[config.mk]
export PLATFORM = sky130hd
export DESIGN_NAME = dpc_top
export DESIGN_NICKNAME = d
export VERILOG_FILES = /design/src/rtl/dpc_pkg.sv /design/src/rtl/dpc_top.sv /design/src/rtl/dpc_copy_walk.sv
export SDC_FILE = /design/constraint.sdc
export NUM_CORES = 2
export LEC_CHECK = 0
export BUFFER_PORTS_ARGS = -buffer_cell sky130_fd_sc_hd__buf_2
export CORE_ASPECT_RATIO = 1.4
export CORE_MARGIN = 2
export CORE_UTILIZATION = 35
export DETAILED_ROUTE_END_ITERATION = 10
export GPL_ROUTABILITY_DRIVEN = 0
export GPL_TIMING_DRIVEN = 0
export PLACE_DENSITY = 0.46
export RECOVER_POWER = 50
export SLEW_MARGIN = 20
export SYNTH_ARGS = -nofsm -noshare
export SYNTH_HDL_FRONTEND = slang
export SYNTH_SLANG_ARGS = --single-unit
[constraint.sdc]
create_clock -name core_clk -period 3.54 [get_ports core_clk]
set_clock_uncertainty 0.2 [all_clocks]
set_input_delay 0.354 -clock core_clk [delete_from_list [all_inputs] [get_ports core_clk]]
set_output_delay 0.354 -clock core_clk [all_outputs]
set_load 0.005 [all_outputs]
[src/rtl/dpc_pkg.sv]
// Shared constants, register map and carrier types of the defective pixel corrector.
// Assumes one core clock and software access over an APB slave port.
// What this block does
// - One enable: cleared passes pixels unchanged, set replaces every listed pixel.
// - Average mode replaces a listed pixel by the mean of its neighbours.
// - Highlight mode drives the largest pixel value at every listed location.
// - A writable entry count sets how many table entries are valid.
// - The entry selector counts from zero up to count minus one.
// - X and Y coordinate values read and write the selected table entry.
// - Coordinates refer to the full sensor, so readout offsets are added first.
// - Count, selector and coordinate edits touch only the staging table.
// - Apply copies the staging table into the volatile active table.
// - Save writes the staging table to persistent storage; boot loads it back.
// - Factory restore rewrites both active and persistent tables with factory defaults.
// - A separate factory-calibrated list stays available for restore.
// - During a table copy, corrected output may be briefly wrong.
package dpc_pkg;
    localparam int DPC_DEPTH = 16;
    localparam int DPC_PIX_W = 12;
    localparam int DPC_CRD_W = 12;
    localparam int DPC_FACT_CNT = 0;
    localparam int DPC_NB_DIST = 2;
    localparam int DPC_TAPS = 5;
    localparam int DPC_CTR = 2;
    localparam logic [7:0] DPC_OFF_CTRL = 8'h00;
    localparam logic [7:0] DPC_OFF_COUNT = 8'h04;
    localparam logic [7:0] DPC_OFF_SEL = 8'h08;
    localparam logic [7:0] DPC_OFF_X = 8'h0c;
    localparam logic [7:0] DPC_OFF_Y = 8'h10;
    localparam logic [7:0] DPC_OFF_CMD = 8'h14;
    localparam logic [7:0] DPC_OFF_STAT = 8'h18;
    localparam int DPC_CTRL_EN_BIT = 0;
    localparam int DPC_CTRL_MODE_BIT = 1;
    localparam int DPC_CMD_APPLY_BIT = 0;
    localparam int DPC_CMD_SAVE_BIT = 1;
    localparam int DPC_CMD_RESTORE_BIT = 2;
    localparam int DPC_STAT_BUSY_BIT = 0;
    localparam int DPC_STAT_ACNT_LSB = 16;
    localparam logic DPC_EN_RST = 1'b0;

    typedef enum logic {DPC_MODE_AVG = 1'b0, DPC_MODE_HILITE = 1'b1} dpc_mode_t;
    typedef enum logic [1:0] {
        DPC_KIND_APPLY = 2'b00,
        DPC_KIND_SAVE = 2'b01,
        DPC_KIND_RESTORE = 2'b10,
        DPC_KIND_BOOT = 2'b11
    } dpc_kind_t;
    typedef enum logic {DPC_WALK_IDLE = 1'b0, DPC_WALK_RUN = 1'b1} dpc_walk_t;

    typedef struct packed {
        logic vld;
        logic sof;
        logic eol;
        logic [DPC_PIX_W-1:0] data;
    } dpc_pix_t;

    typedef struct packed {
        logic vld;
        logic sof;
        logic eol;
        logic [DPC_CRD_W-1:0] x;
        logic [DPC_CRD_W-1:0] y;
        logic [DPC_PIX_W-1:0] data;
    } dpc_tap_t;
endpackage

[src/rtl/dpc_top.sv]
// Table-based defective pixel corrector with staging, active and persistent tables.
// Assumes a pixel stream synchronous to core_clk, contiguous within a row, and an APB master.
`timescale 1ns/100ps
`default_nettype none
module dpc_top #(
    parameter int DEPTH = dpc_pkg::DPC_DEPTH,
    parameter int FACTORY_CNT = dpc_pkg::DPC_FACT_CNT,
    parameter logic [DEPTH*dpc_pkg::DPC_CRD_W-1:0] FACTORY_X = '0,
    parameter logic [DEPTH*dpc_pkg::DPC_CRD_W-1:0] FACTORY_Y = '0
) (
    input wire logic core_clk,
    input wire logic reset_n,
    input wire logic nv_init_n,
    input wire logic psel,
    input wire logic penable,
    input wire logic pwrite,
    input wire logic [7:0] paddr,
    input wire logic [31:0] pwdata,
    output logic [31:0] prdata,
    output logic pready,
    output logic pslverr,
    input wire dpc_pkg::dpc_pix_t pix_in,
    input wire logic [dpc_pkg::DPC_CRD_W-1:0] roi_off_x,
    input wire logic [dpc_pkg::DPC_CRD_W-1:0] roi_off_y,
    output dpc_pkg::dpc_pix_t pix_out
);
    import dpc_pkg::*;
    localparam int IDX_W = $clog2(DEPTH);
    localparam int CNT_W = $clog2(DEPTH + 1);
    localparam int CW = DPC_CRD_W;
    localparam int PW = DPC_PIX_W;

    // Register file state.
    logic en_reg;
    dpc_mode_t mode_reg;
    logic [CNT_W-1:0] sel_reg;
    logic [CNT_W-1:0] stg_cnt_reg;
    logic [CNT_W-1:0] act_cnt_reg;
    logic [CNT_W-1:0] pers_cnt_reg;
    logic [CW-1:0] stg_x [DEPTH];
    logic [CW-1:0] stg_y [DEPTH];
    logic [CW-1:0] act_x [DEPTH];
    logic [CW-1:0] act_y [DEPTH];
    logic [CW-1:0] pers_x [DEPTH];
    logic [CW-1:0] pers_y [DEPTH];
    logic boot_pend_reg;
    dpc_kind_t kind_reg;
    logic pready_reg;
    logic pslverr_reg;
    logic [31:0] prdata_reg;

    // Bus decode.
    wire setup = psel && !penable;
    wire acc = psel && penable && pready_reg;
    wire wr = acc && pwrite;
    wire hit_ctrl = (paddr == DPC_OFF_CTRL);
    wire hit_cnt = (paddr == DPC_OFF_COUNT);
    wire hit_sel = (paddr == DPC_OFF_SEL);
    wire hit_x = (paddr == DPC_OFF_X);
    wire hit_y = (paddr == DPC_OFF_Y);
    wire hit_cmd = (paddr == DPC_OFF_CMD);
    wire hit_stat = (paddr == DPC_OFF_STAT);
    wire mapped = hit_ctrl | hit_cnt | hit_sel | hit_x | hit_y | hit_cmd | hit_stat;

    // Copy engine hookup.
    wire walk_busy;
    wire walk_last;
    wire [IDX_W-1:0] walk_idx;
    wire busy_any = walk_busy || boot_pend_reg;
    wire cmd_any = wr && hit_cmd && (|pwdata[DPC_CMD_RESTORE_BIT:DPC_CMD_APPLY_BIT]);
    wire walk_go = !walk_busy && (boot_pend_reg || cmd_any);
    wire sel_ok = (sel_reg < stg_cnt_reg);
    wire [IDX_W-1:0] sel_idx = sel_reg[IDX_W-1:0];
    wire stg_edit = wr && !busy_any;
    wire [CNT_W-1:0] cnt_wr = (pwdata > 32'(DEPTH)) ? CNT_W'(DEPTH) : pwdata[CNT_W-1:0];

    dpc_kind_t go_kind;
    assign go_kind = boot_pend_reg ? DPC_KIND_BOOT :
                     pwdata[DPC_CMD_RESTORE_BIT] ? DPC_KIND_RESTORE :
                     pwdata[DPC_CMD_SAVE_BIT] ? DPC_KIND_SAVE : DPC_KIND_APPLY;
    wire [CNT_W-1:0] go_cnt = (go_kind == DPC_KIND_BOOT) ? pers_cnt_reg :
                              (go_kind == DPC_KIND_RESTORE) ? CNT_W'(FACTORY_CNT) :
                              stg_cnt_reg;
    wire go_act = walk_go && (go_kind != DPC_KIND_SAVE);
    wire go_pers = walk_go && (go_kind == DPC_KIND_SAVE || go_kind == DPC_KIND_RESTORE);
    wire go_stg = walk_go && (go_kind == DPC_KIND_RESTORE || go_kind == DPC_KIND_BOOT);

    // Source of each walked entry.
    wire [CW-1:0] fact_x = FACTORY_X[walk_idx*CW +: CW];
    wire [CW-1:0] fact_y = FACTORY_Y[walk_idx*CW +: CW];
    wire [CW-1:0] src_x = (kind_reg == DPC_KIND_RESTORE) ? fact_x :
                          (kind_reg == DPC_KIND_BOOT) ? pers_x[walk_idx] : stg_x[walk_idx];
    wire [CW-1:0] src_y = (kind_reg == DPC_KIND_RESTORE) ? fact_y :
                          (kind_reg == DPC_KIND_BOOT) ? pers_y[walk_idx] : stg_y[walk_idx];
    wire wr_act = walk_busy && (kind_reg != DPC_KIND_SAVE);
    wire wr_pers = walk_busy && (kind_reg == DPC_KIND_SAVE || kind_reg == DPC_KIND_RESTORE);
    wire wr_stg = walk_busy && (kind_reg == DPC_KIND_RESTORE || kind_reg == DPC_KIND_BOOT);

    // Read mux.
    wire [31:0] rd_val =
        hit_ctrl ? 32'({mode_reg, en_reg}) :
        hit_cnt ? 32'(stg_cnt_reg) :
        hit_sel ? 32'(sel_reg) :
        (hit_x && sel_ok) ? 32'(stg_x[sel_idx]) :
        (hit_y && sel_ok) ? 32'(stg_y[sel_idx]) :
        hit_stat ? (32'(act_cnt_reg) << DPC_STAT_ACNT_LSB) | 32'(busy_any) : 32'h0000_0000;

    dpc_copy_walk #(.DEPTH(DEPTH)) u_walk (
        .core_clk(core_clk),
        .reset_n(reset_n),
        .start(walk_go),
        .busy_reg(walk_busy),
        .idx_reg(walk_idx),
        .last(walk_last)
    );

    // Zero-wait APB answer: pready rises in the first access cycle.
    always_ff @(posedge core_clk or negedge reset_n)
    begin
        if (!reset_n)
        begin
            pready_reg <= 1'b0;
            pslverr_reg <= 1'b0;
            prdata_reg <= 32'h0000_0000;
        end
        else
        begin
            pready_reg <= setup;
            pslverr_reg <= setup && !mapped;
            prdata_reg <= (setup && !pwrite) ? rd_val : 32'h0000_0000;
        end
    end

    // Control registers.
    always_ff @(posedge core_clk or negedge reset_n)
    begin
        if (!reset_n)
        begin
            en_reg <= DPC_EN_RST;
            mode_reg <= DPC_MODE_AVG;
            sel_reg <= '0;
            boot_pend_reg <= 1'b1;
            kind_reg <= DPC_KIND_APPLY;
            act_cnt_reg <= '0;
        end
        else
        begin
            if (wr && hit_ctrl)
            begin
                en_reg <= pwdata[DPC_CTRL_EN_BIT];
                mode_reg <= dpc_mode_t'(pwdata[DPC_CTRL_MODE_BIT]);
            end
            if (stg_edit && hit_sel)
            begin
                sel_reg <= pwdata[CNT_W-1:0];
            end
            if (walk_go)
            begin
                boot_pend_reg <= 1'b0;
                kind_reg <= go_kind;
            end
            if (go_act)
            begin
                act_cnt_reg <= go_cnt;
            end
        end
    end

    // Staging table: software edits and restore or boot refills.
    always_ff @(posedge core_clk or negedge reset_n)
    begin
        if (!reset_n)
        begin
            stg_cnt_reg <= '0;
            for (int i = 0; i < DEPTH; i++)
            begin
                stg_x[i] <= '0;
                stg_y[i] <= '0;
            end
        end
        else
        begin
            if (go_stg)
            begin
                stg_cnt_reg <= go_cnt;
            end
            else if (stg_edit && hit_cnt)
            begin
                stg_cnt_reg <= cnt_wr;
            end
            if (wr_stg)
            begin
                stg_x[walk_idx] <= src_x;
                stg_y[walk_idx] <= src_y;
            end
            else if (stg_edit && sel_ok && hit_x)
            begin
                stg_x[sel_idx] <= pwdata[CW-1:0];
            end
            else if (stg_edit && sel_ok && hit_y)
            begin
                stg_y[sel_idx] <= pwdata[CW-1:0];
            end
        end
    end

    // Active table: volatile, cleared by reset and refilled from storage at boot.
    always_ff @(posedge core_clk or negedge reset_n)
    begin
        if (!reset_n)
        begin
            for (int i = 0; i < DEPTH; i++)
            begin
                act_x[i] <= '0;
                act_y[i] <= '0;
            end
        end
        else if (wr_act)
        begin
            act_x[walk_idx] <= src_x;
            act_y[walk_idx] <= src_y;
        end
    end

    // Persistent table: the storage power-on and a factory restore load factory values.
    always_ff @(posedge core_clk or negedge nv_init_n)
    begin
        if (!nv_init_n)
        begin
            pers_cnt_reg <= CNT_W'(FACTORY_CNT);
            for (int i = 0; i < DEPTH; i++)
            begin
                pers_x[i] <= FACTORY_X[i*CW +: CW];
                pers_y[i] <= FACTORY_Y[i*CW +: CW];
            end
        end
        else
        begin
            if (go_pers)
            begin
                pers_cnt_reg <= go_cnt;
            end
            if (wr_pers)
            begin
                pers_x[walk_idx] <= src_x;
                pers_y[walk_idx] <= src_y;
            end
        end
    end

    // Pixel path: coordinates, five-tap window, lookup and replacement.
    logic [CW-1:0] col_reg;
    logic [CW-1:0] row_reg;
    dpc_tap_t tap_reg [DPC_TAPS];
    dpc_pix_t out_reg;
    logic [DEPTH-1:0] hit;

    wire [CW-1:0] cur_x = pix_in.sof ? '0 : col_reg;
    wire [CW-1:0] cur_y = pix_in.sof ? '0 : row_reg;
    wire [CW-1:0] full_x = cur_x + roi_off_x;
    wire [CW-1:0] full_y = cur_y + roi_off_y;
    wire drain = tap_reg[0].vld || tap_reg[1].vld || tap_reg[DPC_CTR].vld;
    wire adv = pix_in.vld || drain;
    dpc_tap_t ctr;
    dpc_tap_t rgt;
    dpc_tap_t lft;
    assign ctr = tap_reg[DPC_CTR];
    assign rgt = tap_reg[0];
    assign lft = tap_reg[DPC_TAPS-1];

    for (genvar e = 0; e < DEPTH; e++)
    begin : g_cmp
        assign hit[e] = (e < act_cnt_reg) && (act_x[e] == ctr.x) && (act_y[e] == ctr.y);
    end

    wire defect = en_reg && ctr.vld && (|hit);
    wire r_ok = rgt.vld && (rgt.y == ctr.y) && (rgt.x == ctr.x + CW'(DPC_NB_DIST));
    wire l_ok = lft.vld && (lft.y == ctr.y) && (lft.x + CW'(DPC_NB_DIST) == ctr.x);
    wire [PW:0] nb_sum = {1'b0, lft.data} + {1'b0, rgt.data};
    wire [PW-1:0] avg = (l_ok && r_ok) ? nb_sum[PW:1] :
                        l_ok ? lft.data : r_ok ? rgt.data : ctr.data;
    wire [PW-1:0] repl = !defect ? ctr.data :
                         (mode_reg == DPC_MODE_HILITE) ? {PW{1'b1}} : avg;

    always_ff @(posedge core_clk or negedge reset_n)
    begin
        if (!reset_n)
        begin
            col_reg <= '0;
            row_reg <= '0;
            out_reg <= '0;
            for (int i = 0; i < DPC_TAPS; i++)
            begin
                tap_reg[i] <= '0;
            end
        end
        else
        begin
            if (pix_in.vld)
            begin
                col_reg <= pix_in.eol ? '0 : cur_x + 1'b1;
                row_reg <= pix_in.eol ? cur_y + 1'b1 : cur_y;
            end
            if (adv)
            begin
                tap_reg[0] <= '{pix_in.vld, pix_in.sof, pix_in.eol, full_x, full_y, pix_in.data};
                for (int i = 1; i < DPC_TAPS; i++)
                begin
                    tap_reg[i] <= tap_reg[i-1];
                end
            end
            out_reg <= '{adv && ctr.vld, ctr.sof, ctr.eol, repl};
        end
    end

    assign prdata = prdata_reg;
    assign pready = pready_reg;
    assign pslverr = pslverr_reg;
    assign pix_out = out_reg;
endmodule // dpc_top
`default_nettype wire

[src/rtl/dpc_copy_walk.sv]
// Entry walker that steps a table copy through every entry, one per clock.
// Assumes the caller holds the copy source steady while busy_reg is high.
`timescale 1ns/100ps
`default_nettype none
module dpc_copy_walk #(
    parameter int DEPTH = dpc_pkg::DPC_DEPTH
) (
    input wire logic core_clk,
    input wire logic reset_n,
    input wire logic start,
    output logic busy_reg,
    output logic [$clog2(DEPTH)-1:0] idx_reg,
    output logic last
);
    import dpc_pkg::*;
    localparam logic [$clog2(DEPTH)-1:0] IDX_LAST = ($clog2(DEPTH))'(DEPTH - 1);

    dpc_walk_t state_reg;
    dpc_walk_t state_next;
    logic [$clog2(DEPTH)-1:0] idx_next;

    assign last = (state_reg == DPC_WALK_RUN) && (idx_reg == IDX_LAST);
    assign busy_reg = (state_reg == DPC_WALK_RUN);

    always_comb
    begin
        state_next = state_reg;
        idx_next = idx_reg;
        unique case (state_reg)
            DPC_WALK_IDLE:
            begin
                if (start)
                begin
                    state_next = DPC_WALK_RUN;
                    idx_next = '0;
                end
            end
            DPC_WALK_RUN:
            begin
                idx_next = idx_reg + 1'b1;
                if (last)
                begin
                    state_next = DPC_WALK_IDLE;
                end
            end
        endcase
    end

    always_ff @(posedge core_clk or negedge reset_n)
    begin
        if (!reset_n)
        begin
            state_reg <= DPC_WALK_IDLE;
            idx_reg <= '0;
        end
        else
        begin
            state_reg <= state_next;
            idx_reg <= idx_next;
        end
    end
endmodule // dpc_copy_walk
`default_nettype wire

# Yosys cells after proc, flatten, opt, wreduce, memory -nomap -nowiden
# Cells that the tools add are included.
totals:
  regBits: 1435
  in_bits: 85
  output_inout_bits: 49
  word_cells: 392
classes:
  n_addsub: 8
  mul: 1
  order_cmp: 22
  n_eq_ne: 53
  shifts: 1
  mux: 68
  bitwise: 10
  n_reduce_logical: 88
ops:
  columns: ["operator", "n"]
  rows:
  - ["192-bit bitwise mux", 8]
  - ["192-bit 2-to-1 mux", 5]
  - ["12-bit equality test", 36]
  - ["12-bit 2-to-1 mux", 27]
  - ["12-bit binary-select mux with 4-bit select", 6]
  - ["192-bit by 9-bit variable part select with 12-bit output, first input constant", 1]
  - ["21-bit 2-to-1 mux", 7]
  - ["12-bit demux with 4-bit select", 2]
  - ["1-bit logical AND", 67]
  - ["4-bit by 5-bit less-than comparator with 1-bit output, first input constant", 8]
  - ["32-bit by 5-bit > comparator with 1-bit output, second input constant", 1]
  - ["5-bit 2-to-1 mux", 5]
  - ["12-bit by 1-bit adder with 12-bit output, second input constant", 2]
  - ["12-bit adder", 2]
  - ["12-bit by 2-bit adder with 12-bit output, second input constant", 2]
  - ["8-bit by 5-bit equality test with 1-bit output, second input constant", 3]
  - ["21-bit by 1-bit bitwise OR with 21-bit output", 1]
  - ["3-bit by 5-bit less-than comparator with 1-bit output, first input constant", 4]
  - ["8-bit by 4-bit equality test with 1-bit output, second input constant", 2]
  - ["16-bit OR reduction", 1]
  - ["12-bit by 12-bit adder with 13-bit output", 1]
  - ["5-bit >= comparator, second input constant", 2]
  - ["1-bit by 5-bit less-than comparator with 1-bit output, first input constant", 2]
  - ["2-bit by 5-bit less-than comparator with 1-bit output, first input constant", 2]
  - ["24 further kinds", 54]

# Logic depth before layout (Yosys ltp)
depth:
  word_depth: 10
  mapped_depth: 15
  ltp_nobuf: 13

# By module
# A second synthesis with hierarchy kept.
unflattened:
  cells_unflattened: 6131
  hier_area_um2: 75208.4
modules_own_cells:
  columns: ["module", "instances", "cells_each", "area_each_um2", "seq_area_each_um2"]
  rows:
  - ["dpc_top", 1, 6112, 74980.7, 35685.5]
  - ["dpc_copy_walk", 1, 19, 227.7, 125.1]

# Worst setup path after synthesis
# No wires, ideal clock.
synth_timing:
  path_kind: "input port to flip-flop"
  start: "input port pix_in[13] in the netlist's numbering"
  end: "register tap_reg (netlist bit rgt[34])"
  setup_time_ns: 0.087
  t_arrival_ns: 2.997
  required_ns: 3.253
  setup_slack_ns: 0.257
  stages: 15
  path_buffers: 3
  cell_sequence: "clkbuf_1 > clkbuf_1 > clkbuf_1 > nor2_1 > ha_1 > inv_1 > fa_1 > nor2b_1 > o21ai_0 > a21boi_0 > o21ai_0 > a21boi_0 > o21ai_0 > a211o_1 > o211ai_1"
synth_between:
  elab_chain_len: 2
synth_lines:
  columns: ["item", "line_no", "rtl"]
  rows:
  - ["start: declaration", "dpc_top.sv:22", "input wire dpc_pkg::dpc_pix_t pix_in,"]
  - ["12-bit 2-to-1 mux", "dpc_top.sv:258", "wire [CW-1:0] cur_x = pix_in.sof ? '0 : col_reg;"]
  - ["12-bit adder", "dpc_top.sv:260", "wire [CW-1:0] full_x = cur_x + roi_off_x;"]
  - ["end signal: indexed assignment", "dpc_top.sv:309", "tap_reg[i] <= tap_reg[i-1];"]
  - ["end: declaration", "dpc_top.sv:254", "dpc_tap_t tap_reg [DPC_TAPS];"]
# Every way passes these cells.
# A chain may end at the register's enable or synchronous reset.

# Final worst setup path
layout_timing:
  start: "register u_walk.idx_reg[2]"
  end: "register stg_y[2] in the netlist's numbering"
layout_between:
  elab_chain_len: 8
  word_cells_on_any_way: 18
  classes_between: "1 x mul; 2 x order compare; 1 x shift; 12 x mux; 1 x bitwise; 1 x reduce/logical"
layout_lines:
  columns: ["item", "line_no", "rtl"]
  rows:
  - ["start: declaration", "dpc_copy_walk.sv:12", "output logic [$clog2(DEPTH)-1:0] idx_reg,"]
  - ["start signal: assignment", "dpc_copy_walk.sv:59", "idx_reg <= idx_next;"]
  - ["branches (longest 6 deep; another with 4-bit by 2-bit multiplier with 6-bit output)", null, null]
  - ["192-bit bitwise mux *", "dpc_top.sv:194", "stg_y[walk_idx] <= src_y;"]
  - ["192-bit 2-to-1 mux *", "dpc_top.sv:191", "if (wr_stg)"]
  - ["end signal: indexed assignment", "dpc_top.sv:194", null]
  - ["end signal: indexed assignment", "dpc_top.sv:202", "stg_y[sel_idx] <= pwdata[CW-1:0];"]
  - ["end: declaration", "dpc_top.sv:41", "logic [CW-1:0] stg_y [DEPTH];"]
# Mark *: on every way between the ends. The select of a mux whose other input is x is not followed.

==> results.toml <==
[run_status]
status = "finished, violations left"
violations = "capacitance limit, slew limit, setup timing"

[worst_setup_path]
rr_worst_depth = 7
r2r_slack_ns = -0.11
cp-start-kind = "flop"
reg2reg_to = "stg_y[2]"
cp_slowest_cell = "nor2_2"
cp-startpoint = "u_walk.idx_reg[2]"
r2r-start = "u_walk.idx_reg[2]"
worst-path-stages = 7
cpMostUsedCell = "buf_2"
crit_type = "flop to flop"
path_max_fanout = 10
crit_path_end = "stg_y[2]"
cp_cell_sequence = "buf_2 > buf_2 > nand4_1 > nor2_2 > o21ai_0 > clkbuf_1 > o2bb2ai_1"
worstPathRequired_ns = 4.04
end_kind = "flop"
path_delay_family = "buffers and inverters"
worst-endpoint-arrival_ns = 4.15
crit_buf_inv = 3
critPathMaxStageDelay_ns = 0.66

[pwr]
internal_power_uw = 28300
power_density_nw_per_um2 = 444
combPwrFrac_pct = 11.2
clock_power_share_pct = 45.5
ir_drop_uv = 472
p_sw_uw = 10600
seq_power_share_pct = 43.4
p_leak_uw = 0.0369
swShare_pct = 27.3

[clock_tree]
path_clk_slew_ns = 0.07
cts_root_buffer = "clkbuf_16"
clockBufferDepth = 3
cts_buffers = 161
htree_num_levels = 4
cts_tree = "yes"
cts.sinks = 1431
clk_latency_ns = 0.85

[sta]
timing_hold_violations_final = 0
relSlewSlack_pct = -25.3
setup_viol = 54
fmax_ghz = 0.274
layout_setup_ws_ns = -0.108
finalCriticalPeriod_ns = 3.65
slew_violations = 339
rsz0062_at_grt = "true"
worst_slew_pin_slew_ns = 1.88
fin_crit_sh_pct = 103

[floorplan]
row_count = 201
initial_core_util_pct = 35.1
die_y_um = 552
dieArea_um2 = 218000
core_um2 = 214000
top_level_ports = 134
die-width_um = 395

[yosys]
synth_area_leader_cell = "dfrtp_1"
synth_warnings = 0
ys_types = 74
synth.avg_cell_area_um2 = 11.9
synth_edf_count = 0
synth_seq_cells = 1431
synth_ff_type = "dfrtp_1"
netlist_instances = 6288
netlist_top_cells_area = "dfrtp_1 (48%), mux4_2 (11%), mux2_2 (9.0%)"
yosysSeqAreaShare_pct = 47.7
synthTopCellsByCount = "dfrtp_1 (1,430), nand2_1 (787), mux2_2 (597), clkbuf_1 (442), a22oi_1 (389)"
synth.top_cell.area_share_pct = 47.7
synth.cell_area_um2 = 75000
ys_async_sr_fraction_pct = 100
yosys.cell_count.top_type = "dfrtp_1"

[routing]
avgRoutedWirePerCell_um = 33.3
drt-vias-per-instance = 5.94
drt_iter0_drc = 5155
drc = 0
detail-route-antenna-nets = 0
drt_first_pass_iters = 6
vias = 57600
wl_um = 322000

[job]
drv_cap = 4

[final_layout]
layout.nets = 6855
area_delta_synth_final_pct = 17.0
drive_gt1_share_pct = 28.0
final_cells = 9693

[placed_design]
dp.cells = 9265
post-place-ws_ns = -1.54
hpwl_um = 240000
port_buffers = 105

[grt]
grt_pass1_vias = 59600
gr-total-overflow = 0
track_usage_pct = 29.3
grt_start_max_net_pins = 134
antenna_found_initial = 10
grt_pass1_wl_um = 455000

[worst_hold_path]
min-delay-start = "pix_in[13]"
hp-class = "primary input to flop"
layout by cell type (no fill, tap or decap), drive strengths merged, types with 8 or more instances in the layout:
master	count
nand2	787
nor4b	10
nand2b	40
nand4	103
a21oi	78
o22ai	20
ha	51
inv	47
dfrtp	1430
nor2	163
mux2	597
nor2b	31
mux2i	31
nand3	51
buf	342
a31oi	14
nand3b	11
or4	10
o2bb2ai	384
xnor2	233
mux4	360
bufinv	10
conb	15
and2	11
o31ai	199
a22oi	389
dlygate4sd3	70
o21ai	78
a21o	11
a211oi	9
or3	8
o211ai	12
o21a	8
clkbuf	713
xor2	232
clkinv	30
and3	15
nor4	113
a22o	10
nor3	46
tightest hold or removal path, delay by kind of cell:
kind	cells	cell delay, ns
buffers and inverters	1	0.21
and+or+nand+nor	1	0.33
AOI/OAI and AO/OA	1	0.11
final cells by class:
cell class                      count  area, µm²
Tap cell                         2842       3560
Inverter                           39        146
Sequential cell                  1431      35800
Multi-Input combinational cell   4198      37000
Timing Repair Buffer              258       2120
Fill cell                       20500     126000
Antenna cell                        4       10.0
Clock inverter                     51        599
Clock buffer                      243       4870
Buffer                            627       3730
per-stage QoR:
stage / TNS [ns] / instance area, µm² / util [%] / power, µW / hold slack, ns
floorplan: 0 / 75100 / - / 19200 / -0.142
global placement: - / 79200 / 37.0 / 21100 / 0.168
detailed placement: -980.49 / 79700 / 37.3 / 21200 / 0.0253
CTS: -0.0137 / 87300 / 40.9 / 39100 / 0.00459
global route: -2.45 / 87800 / 41.1 / 40100 / 0.0365
finish: -1.78 / 87800 / 41.1 / 39000 / 0.0466
kinds of logic (layout without fill, tap and decap cells):
logic type / after synthesis / after routing / synth area share, %
adders and majority gates: 54 / 54 / 0.930
AOI/OAI and AO/OA: 1258 / 1258 / 12.8
muxes: 988 / 988 / 20.6
DFF: 1431 / 1431 / 47.7
other: 1 / 19 / 0.00500
and+or+nand+nor: 1418 / 1418 / 8.68
xor gates and xnor gates: 465 / 465 / 5.43
buffers and inverters: 673 / 1218 / 3.90
power by group through the flow:
stage	Sequential [µW]	Combinational (µW)	Clock, µW
detailed placement	17200	3990	0
finish	16900	4350	17700
global route	16900	4580	18600
floorplan	17100	2150	0
CTS	16900	4260	18000
global placement	17200	3930	0
what timing repair did:
item	in CTS	in global routing
hold buffers	72	0
hold endpoints to repair	619	0
buffers inserted	35	27
endpoints found under the setup margin	1155	808
gates cloned	2	1
resized for setup	390	218
pin swaps	12	14
worst min path at each step:
stage,slack [ns],to,cells past startpoint
3_5_place_dp,0.03,tap_reg[119],1
6_report,0.05,row_reg[5],3
4_1_cts,0.005,stg_cnt_reg[3],6
5_1_grt,0.04,stg_y[104],3
2_1_floorplan,-0.14,act_cnt_reg[0],0
3_3_place_gp,0.17,pix_out[12],0
routing by layer:
| layer | GRT usage [%] | wire, µm | share of wire (%) |
|---|---|---|---|
| met1 | 31.9 | 114000 | 35 |
| met2 | 51.5 | 162000 | 50 |
| met3 | 4.23 | 16800 | 5.2 |
| met4 | 22.5 | 29900 | 9.3 |
| met5 | 0 | 39 | 0.012 |
Power figures use the tool's default switching activity.
